==> src/timer_pkg.sv <==
package timer_pkg;

    // ---------------------------------------------------------------
    // widths
    // ---------------------------------------------------------------
    localparam int COUNT_W    = 16;
    localparam int TRIG_N     = 16;
    localparam int TRIG_SEL_W = 4;
    localparam int ADDR_W     = 8;

    // ---------------------------------------------------------------
    // register byte offsets
    // ---------------------------------------------------------------
    localparam logic [7:0] STATUS_CONTROL_OFFSET       = 8'h00;
    localparam logic [7:0] COUNTER_OFFSET              = 8'h04;
    localparam logic [7:0] MODULO_OFFSET               = 8'h08;
    localparam logic [7:0] TIMER_CONFIGURATION_OFFSET  = 8'h0C;
    localparam logic [7:0] STATE_OFFSET                = 8'h10;

    // ---------------------------------------------------------------
    // status_control fields
    // ---------------------------------------------------------------
    localparam int CLOCK_MODE_LSB    = 0;
    localparam int COUNT_DOWN_BIT    = 5;
    localparam int OVERFLOW_FLAG_BIT = 8;

    // ---------------------------------------------------------------
    // timer_configuration fields
    // ---------------------------------------------------------------
    localparam int TRIGGER_SELECT_LSB    = 24;
    localparam int RELOAD_ON_TRIGGER_BIT = 18;
    localparam int STOP_ON_OVERFLOW_BIT  = 17;
    localparam int START_ON_TRIGGER_BIT  = 16;
    localparam int DEBUG_BEHAVIOUR_LSB   = 6;
    localparam int DOZE_PAUSE_ENABLE_BIT = 5;

    // writable bits of timer_configuration; all others read zero
    localparam logic [31:0] CONFIGURATION_MASK = 32'h0F07_00E0;
    localparam logic [31:0] CONFIGURATION_RESET = 32'h0000_0000;
    localparam logic [31:0] STATUS_CONTROL_MASK = 32'h0000_0023;
    localparam logic [31:0] STATUS_CONTROL_RESET = 32'h0000_0000;
    localparam logic [15:0] MODULO_RESET = 16'hFFFF;

    // ---------------------------------------------------------------
    // encodings
    // ---------------------------------------------------------------
    localparam logic [1:0] CLOCK_MODE_OFF     = 2'b00;
    localparam logic [1:0] CLOCK_MODE_EVERY   = 2'b01;
    localparam logic [1:0] CLOCK_MODE_HALF    = 2'b10;
    localparam logic [1:0] DEBUG_CONTINUE     = 2'b11;

    typedef enum logic [1:0] {
        COUNTER_IDLE    = 2'b00,
        COUNTER_WAITING = 2'b01,
        COUNTER_RUNNING = 2'b10,
        COUNTER_HALTED  = 2'b11
    } counter_state_type;

endpackage : timer_pkg

==> src/trigger_if.sv <==
`timescale 1ns/1ps
interface trigger_if;
    logic [3:0] select;
    logic       rise;

    modport unit (input select, output rise);
    modport core (output select, input rise);
endinterface : trigger_if

==> src/trigger_edge_unit.sv <==
`timescale 1ns/1ps
module trigger_edge_unit (
    input  wire logic                      clk_i,
    input  wire logic                      rst_i,
    input  wire logic [timer_pkg::TRIG_N-1:0] trig_i,
    trigger_if.unit                        trig
);

    // ---------------------------------------------------------------
    // two-stage synchroniser, selection and rising edge
    // ---------------------------------------------------------------
    logic [timer_pkg::TRIG_N-1:0] sync_first;
    logic [timer_pkg::TRIG_N-1:0] sync_second;
    logic                         last_level;
    logic [timer_pkg::TRIG_N-1:0] next_sync_first;
    logic [timer_pkg::TRIG_N-1:0] next_sync_second;
    logic                         next_last_level;
    logic                         level;

    always_comb begin
        next_sync_first  = trig_i;
        next_sync_second = sync_first;
        level            = sync_second[trig.select];
        next_last_level  = level;
    end

    always_ff @(posedge clk_i) begin
        if (rst_i) begin
            sync_first  <= '0;
            sync_second <= '0;
            last_level  <= 1'b0;
        end else begin
            sync_first  <= next_sync_first;
            sync_second <= next_sync_second;
            last_level  <= next_last_level;
        end
    end

    // one-cycle pulse on a low-to-high change of the selected input
    assign trig.rise = level & ~last_level;

endmodule : trigger_edge_unit

==> src/timer_trigger_core.sv <==
// Contract
// - trigger_select bits 27:24 pick the input driving start and reload.
// - configuration bits 23:19 are read-only and read as zero.
// - reload_on_trigger set: trigger rise zeroes counter and resets PWM outputs while counter is enabled.
// - while paused by debug or doze, trigger input is ignored.
// - stop_on_overflow set: counter stops after passing modulo, flag set.
// - reloads to zero, by software or trigger, never cause the halt.
// - halted counter resumes only on re-enable or trigger with start set.
// - stop_on_overflow clear: counter keeps counting past overflow.
// - start_on_trigger set: enabled counter waits for first trigger rise.
// - start_on_trigger set: halted counter restarts on trigger rise.
// - after reset counter_clock_mode is zero, counter disabled.
// - debug pause selected: no counting, triggers ignored in debug mode.
// - doze_pause_enable set: no counting, triggers ignored in doze mode.
//
// Implementation choices: the Wishbone slave port and the register offsets.
`timescale 1ns/1ps
module timer_trigger_core (
    input  wire logic                          clk_i,
    input  wire logic                          rst_i,
    // classic wishbone slave
    input  wire logic                          cyc_i,
    input  wire logic                          stb_i,
    input  wire logic                          we_i,
    input  wire logic [timer_pkg::ADDR_W-1:0]  adr_i,
    input  wire logic [3:0]                    sel_i,
    input  wire logic [31:0]                   dat_i,
    output logic      [31:0]                   dat_o,
    output logic                               ack_o,
    // trigger sources and chip mode inputs
    input  wire logic [timer_pkg::TRIG_N-1:0]  trig_i,
    input  wire logic                          debug_mode_i,
    input  wire logic                          doze_mode_i,
    // timer outputs
    output logic      [timer_pkg::COUNT_W-1:0] counter_o,
    output logic                               overflow_flag_o,
    output logic                               pwm_default_o,
    output logic                               running_o
);

    // ---------------------------------------------------------------
    // helpers
    // ---------------------------------------------------------------
    function automatic logic [31:0] merge_bytes(
        input logic [31:0] old_value,
        input logic [31:0] new_value,
        input logic [3:0]  lanes,
        input logic [31:0] mask
    );
        logic [31:0] result;
        result = old_value;
        for (int i = 0; i < 4; i++) begin
            if (lanes[i]) begin
                result[i*8 +: 8] = new_value[i*8 +: 8];
            end
        end
        return result & mask;
    endfunction : merge_bytes

    // ---------------------------------------------------------------
    // state
    // ---------------------------------------------------------------
    logic [31:0]                     status_control;
    logic [31:0]                     timer_configuration;
    logic [timer_pkg::COUNT_W-1:0]   modulo_value;
    logic [timer_pkg::COUNT_W-1:0]   count;
    logic                            overflow_flag;
    logic                            pwm_default;
    logic                            half_tick;
    timer_pkg::counter_state_type    state;
    logic                            ack;
    logic [31:0]                     read_data;
    logic                            debug_first;
    logic                            debug_second;
    logic                            doze_first;
    logic                            doze_second;

    logic [31:0]                     next_status_control;
    logic [31:0]                     next_timer_configuration;
    logic [timer_pkg::COUNT_W-1:0]   next_modulo_value;
    logic [timer_pkg::COUNT_W-1:0]   next_count;
    logic                            next_overflow_flag;
    logic                            next_pwm_default;
    logic                            next_half_tick;
    timer_pkg::counter_state_type    next_state;
    logic                            next_ack;
    logic [31:0]                     next_read_data;
    logic [31:0]                     modulo_merged;

    // ---------------------------------------------------------------
    // decoded fields
    // ---------------------------------------------------------------
    logic [1:0] counter_clock_mode;
    logic       count_down;
    logic       reload_on_trigger;
    logic       stop_on_overflow;
    logic       start_on_trigger;
    logic [1:0] debug_behaviour;
    logic       doze_pause_enable;
    logic       enabled;
    logic       paused;
    logic       tick;
    logic       trig_rise;
    logic       bus_write;
    logic       at_limit;

    trigger_if trig_bus ();

    assign counter_clock_mode = status_control[timer_pkg::CLOCK_MODE_LSB +: 2];
    assign count_down         = status_control[timer_pkg::COUNT_DOWN_BIT];
    assign reload_on_trigger  =
        timer_configuration[timer_pkg::RELOAD_ON_TRIGGER_BIT];
    assign stop_on_overflow   =
        timer_configuration[timer_pkg::STOP_ON_OVERFLOW_BIT];
    assign start_on_trigger   =
        timer_configuration[timer_pkg::START_ON_TRIGGER_BIT];
    assign debug_behaviour    =
        timer_configuration[timer_pkg::DEBUG_BEHAVIOUR_LSB +: 2];
    assign doze_pause_enable  =
        timer_configuration[timer_pkg::DOZE_PAUSE_ENABLE_BIT];
    assign trig_bus.select    =
        timer_configuration[timer_pkg::TRIGGER_SELECT_LSB +:
                            timer_pkg::TRIG_SEL_W];

    assign enabled = (counter_clock_mode != timer_pkg::CLOCK_MODE_OFF);

    // pause in debug unless continue is chosen, pause in doze if enabled
    assign paused = (debug_second &&
                     (debug_behaviour != timer_pkg::DEBUG_CONTINUE))
                    || (doze_second && doze_pause_enable);

    // triggers ignored while paused
    assign trig_rise = trig_bus.rise & ~paused;

    assign tick = enabled && !paused &&
                  ((counter_clock_mode == timer_pkg::CLOCK_MODE_EVERY) ||
                   half_tick);

    assign bus_write = cyc_i & stb_i & we_i & ack;
    assign at_limit  = count_down ? (count == '0) : (count == modulo_value);
    assign modulo_merged = merge_bytes({16'h0000, modulo_value}, dat_i,
                                       sel_i, 32'h0000_FFFF);

    // ---------------------------------------------------------------
    // trigger edge unit
    // ---------------------------------------------------------------
    trigger_edge_unit edge_unit (
        .clk_i  (clk_i),
        .rst_i  (rst_i),
        .trig_i (trig_i),
        .trig   (trig_bus.unit)
    );

    // ---------------------------------------------------------------
    // bus slave: one wait cycle, ack for every address
    // ---------------------------------------------------------------
    always_comb begin
        next_ack       = cyc_i & stb_i & ~ack;
        next_read_data = 32'h0000_0000;
        if (adr_i == timer_pkg::STATUS_CONTROL_OFFSET) begin
            next_read_data = status_control;
            next_read_data[timer_pkg::OVERFLOW_FLAG_BIT] = overflow_flag;
        end else if (adr_i == timer_pkg::COUNTER_OFFSET) begin
            next_read_data[timer_pkg::COUNT_W-1:0] = count;
        end else if (adr_i == timer_pkg::MODULO_OFFSET) begin
            next_read_data[timer_pkg::COUNT_W-1:0] = modulo_value;
        end else if (adr_i == timer_pkg::TIMER_CONFIGURATION_OFFSET) begin
            // reserved bits 23:19 and others masked to zero
            next_read_data = timer_configuration &
                             timer_pkg::CONFIGURATION_MASK;
        end else if (adr_i == timer_pkg::STATE_OFFSET) begin
            next_read_data[1:0] = state;
            next_read_data[2]   = paused;
        end
    end

    // ---------------------------------------------------------------
    // registers, counter and start/stop control
    // ---------------------------------------------------------------
    always_comb begin
        next_status_control      = status_control;
        next_timer_configuration = timer_configuration;
        next_modulo_value        = modulo_value;
        next_count               = count;
        next_overflow_flag       = overflow_flag;
        next_pwm_default         = 1'b0;
        next_half_tick           = 1'b0;
        next_state               = state;

        if (counter_clock_mode == timer_pkg::CLOCK_MODE_HALF) begin
            next_half_tick = ~half_tick;
        end

        // software writes; the flag clear is write-one
        if (bus_write) begin
            if (adr_i == timer_pkg::STATUS_CONTROL_OFFSET) begin
                next_status_control = merge_bytes(status_control, dat_i,
                    sel_i, timer_pkg::STATUS_CONTROL_MASK);
                if (sel_i[1] && dat_i[timer_pkg::OVERFLOW_FLAG_BIT]) begin
                    next_overflow_flag = 1'b0;
                end
            end else if (adr_i == timer_pkg::COUNTER_OFFSET) begin
                // a write reloads zero unless a tick in the running state overrides it; does not halt
                next_count = '0;
            end else if (adr_i == timer_pkg::MODULO_OFFSET) begin
                next_modulo_value = modulo_merged[timer_pkg::COUNT_W-1:0];
            end else if (adr_i == timer_pkg::TIMER_CONFIGURATION_OFFSET) begin
                next_timer_configuration = merge_bytes(timer_configuration,
                    dat_i, sel_i, timer_pkg::CONFIGURATION_MASK);
            end
        end

        case (state)
            timer_pkg::COUNTER_IDLE: begin
                if (enabled) begin
                    if (start_on_trigger) begin
                        next_state = timer_pkg::COUNTER_WAITING;
                    end else begin
                        next_state = timer_pkg::COUNTER_RUNNING;
                    end
                end
            end
            timer_pkg::COUNTER_WAITING: begin
                if (trig_rise) begin
                    next_state = timer_pkg::COUNTER_RUNNING;
                end
            end
            timer_pkg::COUNTER_RUNNING: begin
                if (tick) begin
                    if (at_limit) begin
                        next_count = count_down ? modulo_value : '0;
                        next_overflow_flag = 1'b1;
                        if (stop_on_overflow &&
                            !(reload_on_trigger && trig_rise)) begin
                            next_state = timer_pkg::COUNTER_HALTED;
                        end
                    end else if (count_down) begin
                        next_count = count - 1'b1;
                    end else begin
                        next_count = count + 1'b1;
                    end
                end
            end
            timer_pkg::COUNTER_HALTED: begin
                if (trig_rise && start_on_trigger) begin
                    next_state = timer_pkg::COUNTER_RUNNING;
                end
            end
            default: begin
                next_state = timer_pkg::COUNTER_IDLE;
            end
        endcase

        // trigger reload wins over counting in the same cycle
        if (enabled && reload_on_trigger && trig_rise) begin
            next_count       = '0;
            next_pwm_default = 1'b1;
        end

        // disabling returns to idle; re-enable restarts a halted counter
        if (!enabled) begin
            next_state = timer_pkg::COUNTER_IDLE;
        end
    end

    always_ff @(posedge clk_i) begin
        if (rst_i) begin
            status_control      <= timer_pkg::STATUS_CONTROL_RESET;
            timer_configuration <= timer_pkg::CONFIGURATION_RESET;
            modulo_value        <= timer_pkg::MODULO_RESET;
            count               <= '0;
            overflow_flag       <= 1'b0;
            pwm_default         <= 1'b0;
            half_tick           <= 1'b0;
            state               <= timer_pkg::COUNTER_IDLE;
            ack                 <= 1'b0;
            read_data           <= 32'h0000_0000;
            debug_first         <= 1'b0;
            debug_second        <= 1'b0;
            doze_first          <= 1'b0;
            doze_second         <= 1'b0;
        end else begin
            status_control      <= next_status_control;
            timer_configuration <= next_timer_configuration;
            modulo_value        <= next_modulo_value;
            count               <= next_count;
            overflow_flag       <= next_overflow_flag;
            pwm_default         <= next_pwm_default;
            half_tick           <= next_half_tick;
            state               <= next_state;
            ack                 <= next_ack;
            read_data           <= next_read_data;
            debug_first         <= debug_mode_i;
            debug_second        <= debug_first;
            doze_first          <= doze_mode_i;
            doze_second         <= doze_first;
        end
    end

    // ---------------------------------------------------------------
    // outputs
    // ---------------------------------------------------------------
    assign ack_o           = ack;
    assign dat_o           = read_data;
    assign counter_o       = count;
    assign overflow_flag_o = overflow_flag;
    assign pwm_default_o   = pwm_default;
    assign running_o       = (state == timer_pkg::COUNTER_RUNNING);

endmodule : timer_trigger_core

==> config.mk <==
export PLATFORM = sky130hd
export DESIGN_NAME = timer_trigger_core
export DESIGN_NICKNAME = d
export VERILOG_FILES = /design/src/timer_pkg.sv /design/src/trigger_if.sv /design/src/trigger_edge_unit.sv /design/src/timer_trigger_core.sv
export SDC_FILE = /design/constraint.sdc
export NUM_CORES = 1
export LEC_CHECK = 0
export BUFFER_PORTS_ARGS = -buffer_cell sky130_fd_sc_hd__buf_2
export CAP_MARGIN = 10
export CORE_ASPECT_RATIO = 0.75
export CORE_UTILIZATION = 58
export DETAILED_ROUTE_END_ITERATION = 8
export GPL_TIMING_DRIVEN = 1
export PLACE_DENSITY_LB_ADDON = 0.05
export RECOVER_POWER = 25
export SYNTH_ARGS = -nofsm -noshare
export SYNTH_HDL_FRONTEND = slang
export SYNTH_SLANG_ARGS = --single-unit
==> constraint.sdc <==
create_clock -name clk_i -period 4.9 [get_ports clk_i]
set_input_delay 0.49 -clock clk_i [delete_from_list [all_inputs] [get_ports clk_i]]
set_output_delay 0.49 -clock clk_i [all_outputs]
set_load 0.05 [all_outputs]
-- Word-level counts from Yosys, hierarchy flattened
Index checks and enable logic that the tools add are counted.
- word-level logic and storage cells: 120
- register bits after elaboration: 120
- output and inout bits: 52
- input bits: 67
- muxes and demuxes: 31
- add/sub/neg operators: 2
- $lt $le $gt $ge: 1
- reductions and logical operators: 31
- bitwise gates (word level): 16
- eq/ne operators: 16
- operators with widths (operator ; count):
    $mux W16 ; 10
    $mux W25 ; 1
    $reduce_and A6 Y1 ; 3
    $add A16 B1 Y16 const B ; 1
    $eq A16 B16 Y1 ; 1
    $eq A8 B4 Y1 const B ; 2
    $logic_not A16 Y1 ; 1
    $sub A16 B1 Y16 const B ; 1
    $reduce_and A5 Y1 ; 3
    $mux W2 ; 6
    $logic_and A1 B1 Y1 ; 10
    $not A1 Y1 ; 10
    $mux W1 ; 9
    $mux W9 ; 1
    $eq A8 B3 Y1 const B ; 1
    $eq A8 B5 Y1 const B ; 1
    $logic_not A8 Y1 ; 1
    $pmux W2 S4 ; 1
    $reduce_or A2 Y1 ; 4
    $and A1 B1 Y1 ; 6
    $eq A2 B2 Y1 const B ; 3
    $mux W3 ; 2
    $ne A2 B1 Y1 const B ; 3
    $ne A2 B2 Y1 const B ; 3
    other kinds (10) ; 13

-- Longest topological paths before layout
- depth after elaboration: 12
- depth in mapped cells: 9
- mapped depth without buffers: 8

-- Cells and area by module
From an unflattened synthesis, not the netlist that was laid out.
- cell total of the unflattened synthesis: 552
- area, all modules: 5154.9 um2
- by module, submodules not included (module ; area an instance (um2) ; times used ; seq. area each (um2) ; cells each):
    timer_trigger_core ; 4125.2 ; 1 ; 1561.5 ; 467
    trigger_edge_unit ; 1029.7 ; 1 ; 660.6 ; 85

-- Worst setup path before layout
Ideal clock, no wire load.
- path kind: register to register
- start point: register count (netlist bit counter_o[9])
- end point: register count (netlist bit counter_o[12])
- buffers on the path: 0
- library setup time: 0.086 ns
- period minus slack after synthesis: 2.753 ns
- arrival time: 2.667 ns
- cell stages (with the launch flop): 9
- setup slack: 2.147 ns
- data required time: 4.814 ns
- path through: dfxtp_1 > ha_1 > a21o_1 > a31o_2 > or4_1 > a41oi_1 > xor2_1 > o31a_1 > a211oi_1
- cells in the longest elaborated chain, start to end: 5
- elaborated cells between the ends (all ways): 9
- classes of those cells: add/sub: 2; eq/ne: 1; mux: 5; reduce/logical: 1
- RTL lines (what ; line ; source):
    from (decl) ; timer_trigger_core.sv:66 ; logic [timer_pkg::COUNT_W-1:0] count;
    from (signal assigned) ; timer_trigger_core.sv:286 ; count <= next_count;
    $add A16 B1 Y16, or another cell as far along ; timer_trigger_core.sv:240 ; next_count = count + 1'b1;
    $mux W16 / $mux W1 (equally long branches) ; timer_trigger_core.sv:237, timer_trigger_core.sv:140 ;
    $mux W16 (*) ; timer_trigger_core.sv:230 ; if (at_limit) begin
    $mux W16 (*) ; timer_trigger_core.sv:229 ; if (tick) begin
    $mux W16 (*) ; timer_trigger_core.sv:213 ; case (state)
Mark *: on every way between the ends. The rest lies on a longest branch, timed or not.
A chain may end at the register's enable or synchronous reset.

-- Final worst setup path
- start point: input port rst_i
- end point: register read_data[17], in the netlist dat_o[17]
- cells in the longest elaborated chain, start to end: 1
- RTL lines (what ; line ; source):
    from (decl) ; timer_trigger_core.sv:20 ; input wire logic rst_i,
    $reduce_or A5 Y1 (no source line) ; - ;
    to (signal assigned) ; timer_trigger_core.sv:292 ; read_data <= next_read_data;
    to (decl) ; timer_trigger_core.sv:72 ; logic [31:0] read_data;
No other way between the ends.

==> results.json <==
{
  "multi_input_area_sq_um": 2706,
  "viasPerCell": 5.914,
  "cp-start-kind": "input port",
  "hp-start": "dat_i[3]",
  "min_delay_path_depth": 2,
  "yosys.area.top_type_share": 0.4344,
  "ff_latch_area_sq_um": 2222,
  "ff2ff_setup_slack_ns": 1.58,
  "yosysSeqAreaShare": 0.4344,
  "most-common-layout-cells": "dfxtp_1 (111), buf_2 (100), nor2b_1 (54), nor2_1 (52), nand2_1 (26)",
  "ctsLongestPathBuffers": 2,
  "cts.repair.resized": 0,
  "rsz0062_at_grt": "false",
  "gp_congestion": 0.9499,
  "start_util": 0.6024,
  "final_min_period_over_clock_period": 0.7255,
  "wl_mm": 12.71,
  "syn_avg_cell_area_sq_um": 9.525,
  "final_area_sq_um": 5866,
  "crit_required_ns": 5.14,
  "leakagePower_nw": 2.577,
  "clock_latency_ns": 0.35,
  "yosysTopAreaCell": "dfxtp_1",
  "hold_viol": 0,
  "highest_layer": "met4",
  "netlist_area_sq_um": 5115,
  "tightest_slew_ns": 3.147,
  "post-cts-setup-buffers": 0,
  "cts_tree": "done",
  "reg2reg_depth": 8,
  "mostFrequentLayoutCell": "dfxtp_1",
  "critPathBufInv": 2,
  "cp-end-kind": "flop",
  "synth-async-reset-ratio": 0,
  "grt_usage": 0.2857,
  "irDropWorstVdd_uv": 231.3,
  "boundaryPins": 119,
  "relSlewSlack": -1.098,
  "fillCellCount": 712,
  "cts.sinks": 111,
  "crit_chain": "buf_2, clkbuf_1, nor2_1, and3_1",
  "globalRouteOverflowTotal": 0,
  "ys_warn_count": 0,
  "whs_endpoint": "modulo_value[3]$_SDFFE_PP1P_",
  "hp-class": "in -> reg",
  "grt_pass1_vias": 4021,
  "timing.rr.start": "status_control[5]$_SDFFE_PP0P_",
  "fin_worst_skew_ns": 0.008128,
  "cts_root_buf": "clkbuf_16",
  "die_w_um": 110.4,
  "synth_area_leaders": "dfxtp_1 (43%), nor2b_1 (6.6%), xor2_1 (3.9%), nor2_1 (3.8%), ha_1 (3.4%)",
  "grt_max_degree": 80,
  "vias": 4329,
  "placed_cell_area_sq_um": 5590,
  "numPortBuffers": 100,
  "drive_gt1_frac": 0.2196,
  "avgRoutedWirePerCell_um": 17.36,
  "drtIter0Drc": 434,
  "tns_ns": 0,
  "ys_ff_latch": 111,
  "antenna_found_initial": 0,
  "hold_buffers": 0,
  "violations": "max-capacitance violations, max-slew violations",
  "crit_family": "buffers and inverters",
  "slowest_stage": "clkbuf_1",
  "arrival_ns": 3.80,
  "fp.coreArea_sq_um": 8491,
  "critPathMaxStageDelay_ns": 2.20,
  "ant_nets": 0,
  "critPathMaxFanout": 79,
  "synth_cell_types": 60,
  "syn2layout_area_growth_pct": 14.68,
  "reg2reg_to": "counter_o[12]$_SDFF_PP0_",
  "synth_flop_cell": "dfxtp_1",
  "clkTransAtPathRegs_ns": 0.08,
  "synth_edf_count": 0,
  "startpoint": "rst_i",
  "wl_met2_mm": 5.281,
  "wl_met1_mm": 5.773,
  "fin_crit_ns": 3.555,
  "powerDensity_nw_per_um2": 287.4,
  "pre_cts_slack_ns": 1.632,
  "drc": 0,
  "diodes": 0,
  "place_hpwl_mm": 9.249,
  "post-route-worst-setup-slack_ns": 1.345,
  "design.die.area_sq_um": 9202,
  "dr.pass1.iters": 5,
  "dr_wl_met3_mm": 1.535,
  "nets": 702,
  "die_height_um": 83.33,
  "num_rows": 29,
  "cts-buffers-inserted": 9,
  "ctsHtreeMaxLevel": 3,
  "drv_slew": 80,
  "maxCapViolCount": 1,
  "fmax_mhz": 281.3,
  "criticalPathCategory": "in -> reg",
  "grt_pass1_wl_mm": 20.82,
  "setup_violations": 0,
  "status": "complete, but fails checks",
  "synthCells": 537
}
area by class of cell:
cell class	instances	area share
timing repair buffer	102	0.08724
tap	108	0.02304
clock inverter	6	0.009172
multi-input combinational	393	0.4614
inverter	3	0.001920
sequential	111	0.3788
clock buffer	9	0.03840
through the flow:
| step | cells | hold slack, ns | total power, mW | util |
|---|---|---|---|---|
| after floorplan | 545 | 0.4008 | 0.9937 | - |
| after global placement | 717 | 0.4090 | 1.018 | 0.6584 |
| after detailed placement | 717 | 0.4188 | 1.020 | 0.6584 |
| after CTS | 732 | 0.3304 | 1.692 | 0.6913 |
| after global routing | 732 | 0.3280 | 1.744 | 0.6908 |
| final | 732 | 0.3321 | 1.686 | 0.6908 |
sequential cells by signal (all words and copies together) (netlist names), 2 cells and up:
register / flops
state: 2
timer_configuration: 10
dat_o: 23
status_control: 3
counter_o: 16
edge_unit.sync_second: 16
modulo_value: 16
edge_unit.next_sync_second: 16
worst max-delay path by stage:
stage / depth (start not counted) / slack (ns) / endpoint
floorplan: 8 / 2.15 / counter_o[12]$_SDFF_PP0_
global placement: 8 / 1.69 / counter_o[12]$_SDFF_PP0_
detailed placement: 8 / 1.63 / counter_o[12]$_SDFF_PP0_
CTS: 8 / 1.61 / counter_o[12]$_SDFF_PP0_
global route: 4 / 0.86 / dat_o[16]$_SDFF_PP0_
finish: 4 / 1.34 / dat_o[17]$_SDFF_PP0_
synthesized netlist by cell type, drive strengths merged (8+ instances only):
library cell and count:
o21ai 18, and3 14, nor2 53, buf 19, a211o 16, a22oi 21, clkbuf 19, ha 14
a21oi 19, nand2 27, nor3 14, nor2b 54, xor2 23, mux2i 14, nor4 8, dfxtp 111
nand3 8
worst register-to-register path, delay by kind of cell (launching register included):
family | cells | cell delay [ns]
AOI/OAI and AO/OA | 5 | 1.19
DFF | 1 | 0.98
and+or+nand+nor | 1 | 0.53
adders and majority gates | 1 | 0.44
xor gates and xnor gates | 1 | 0.10
power by group:
group          leakage [nW]  internal (mW)  switching [mW]
sequential            0.903          0.916         0.00314
combinational          1.54         0.0319          0.0489
clock                 0.139          0.351           0.335
total                  2.58           1.30           0.387
cell families (layout without fill, tap and decap cells):
kind of cell,after synthesis,after routing,share of synthesized area
and+or+nand+nor,206,206,0.2177
AOI/OAI and AO/OA,112,112,0.1570
DFF,111,111,0.4344
buffers and inverters,41,120,0.04232
xor gates and xnor gates,27,27,0.04623
muxes,24,24,0.06335
adders and majority gates,15,15,0.03816
other,1,9,0.0007332
layer usage:
layer | track usage | vias to the layer above
met5 | 0 | -
met4 | 0.07030 | 0
met3 | 0.07080 | 18
met2 | 0.4178 | 259
met1 | 0.4204 | 1982
li1 | - | 2070
Note: power is estimated with default switching activity, not from simulation.
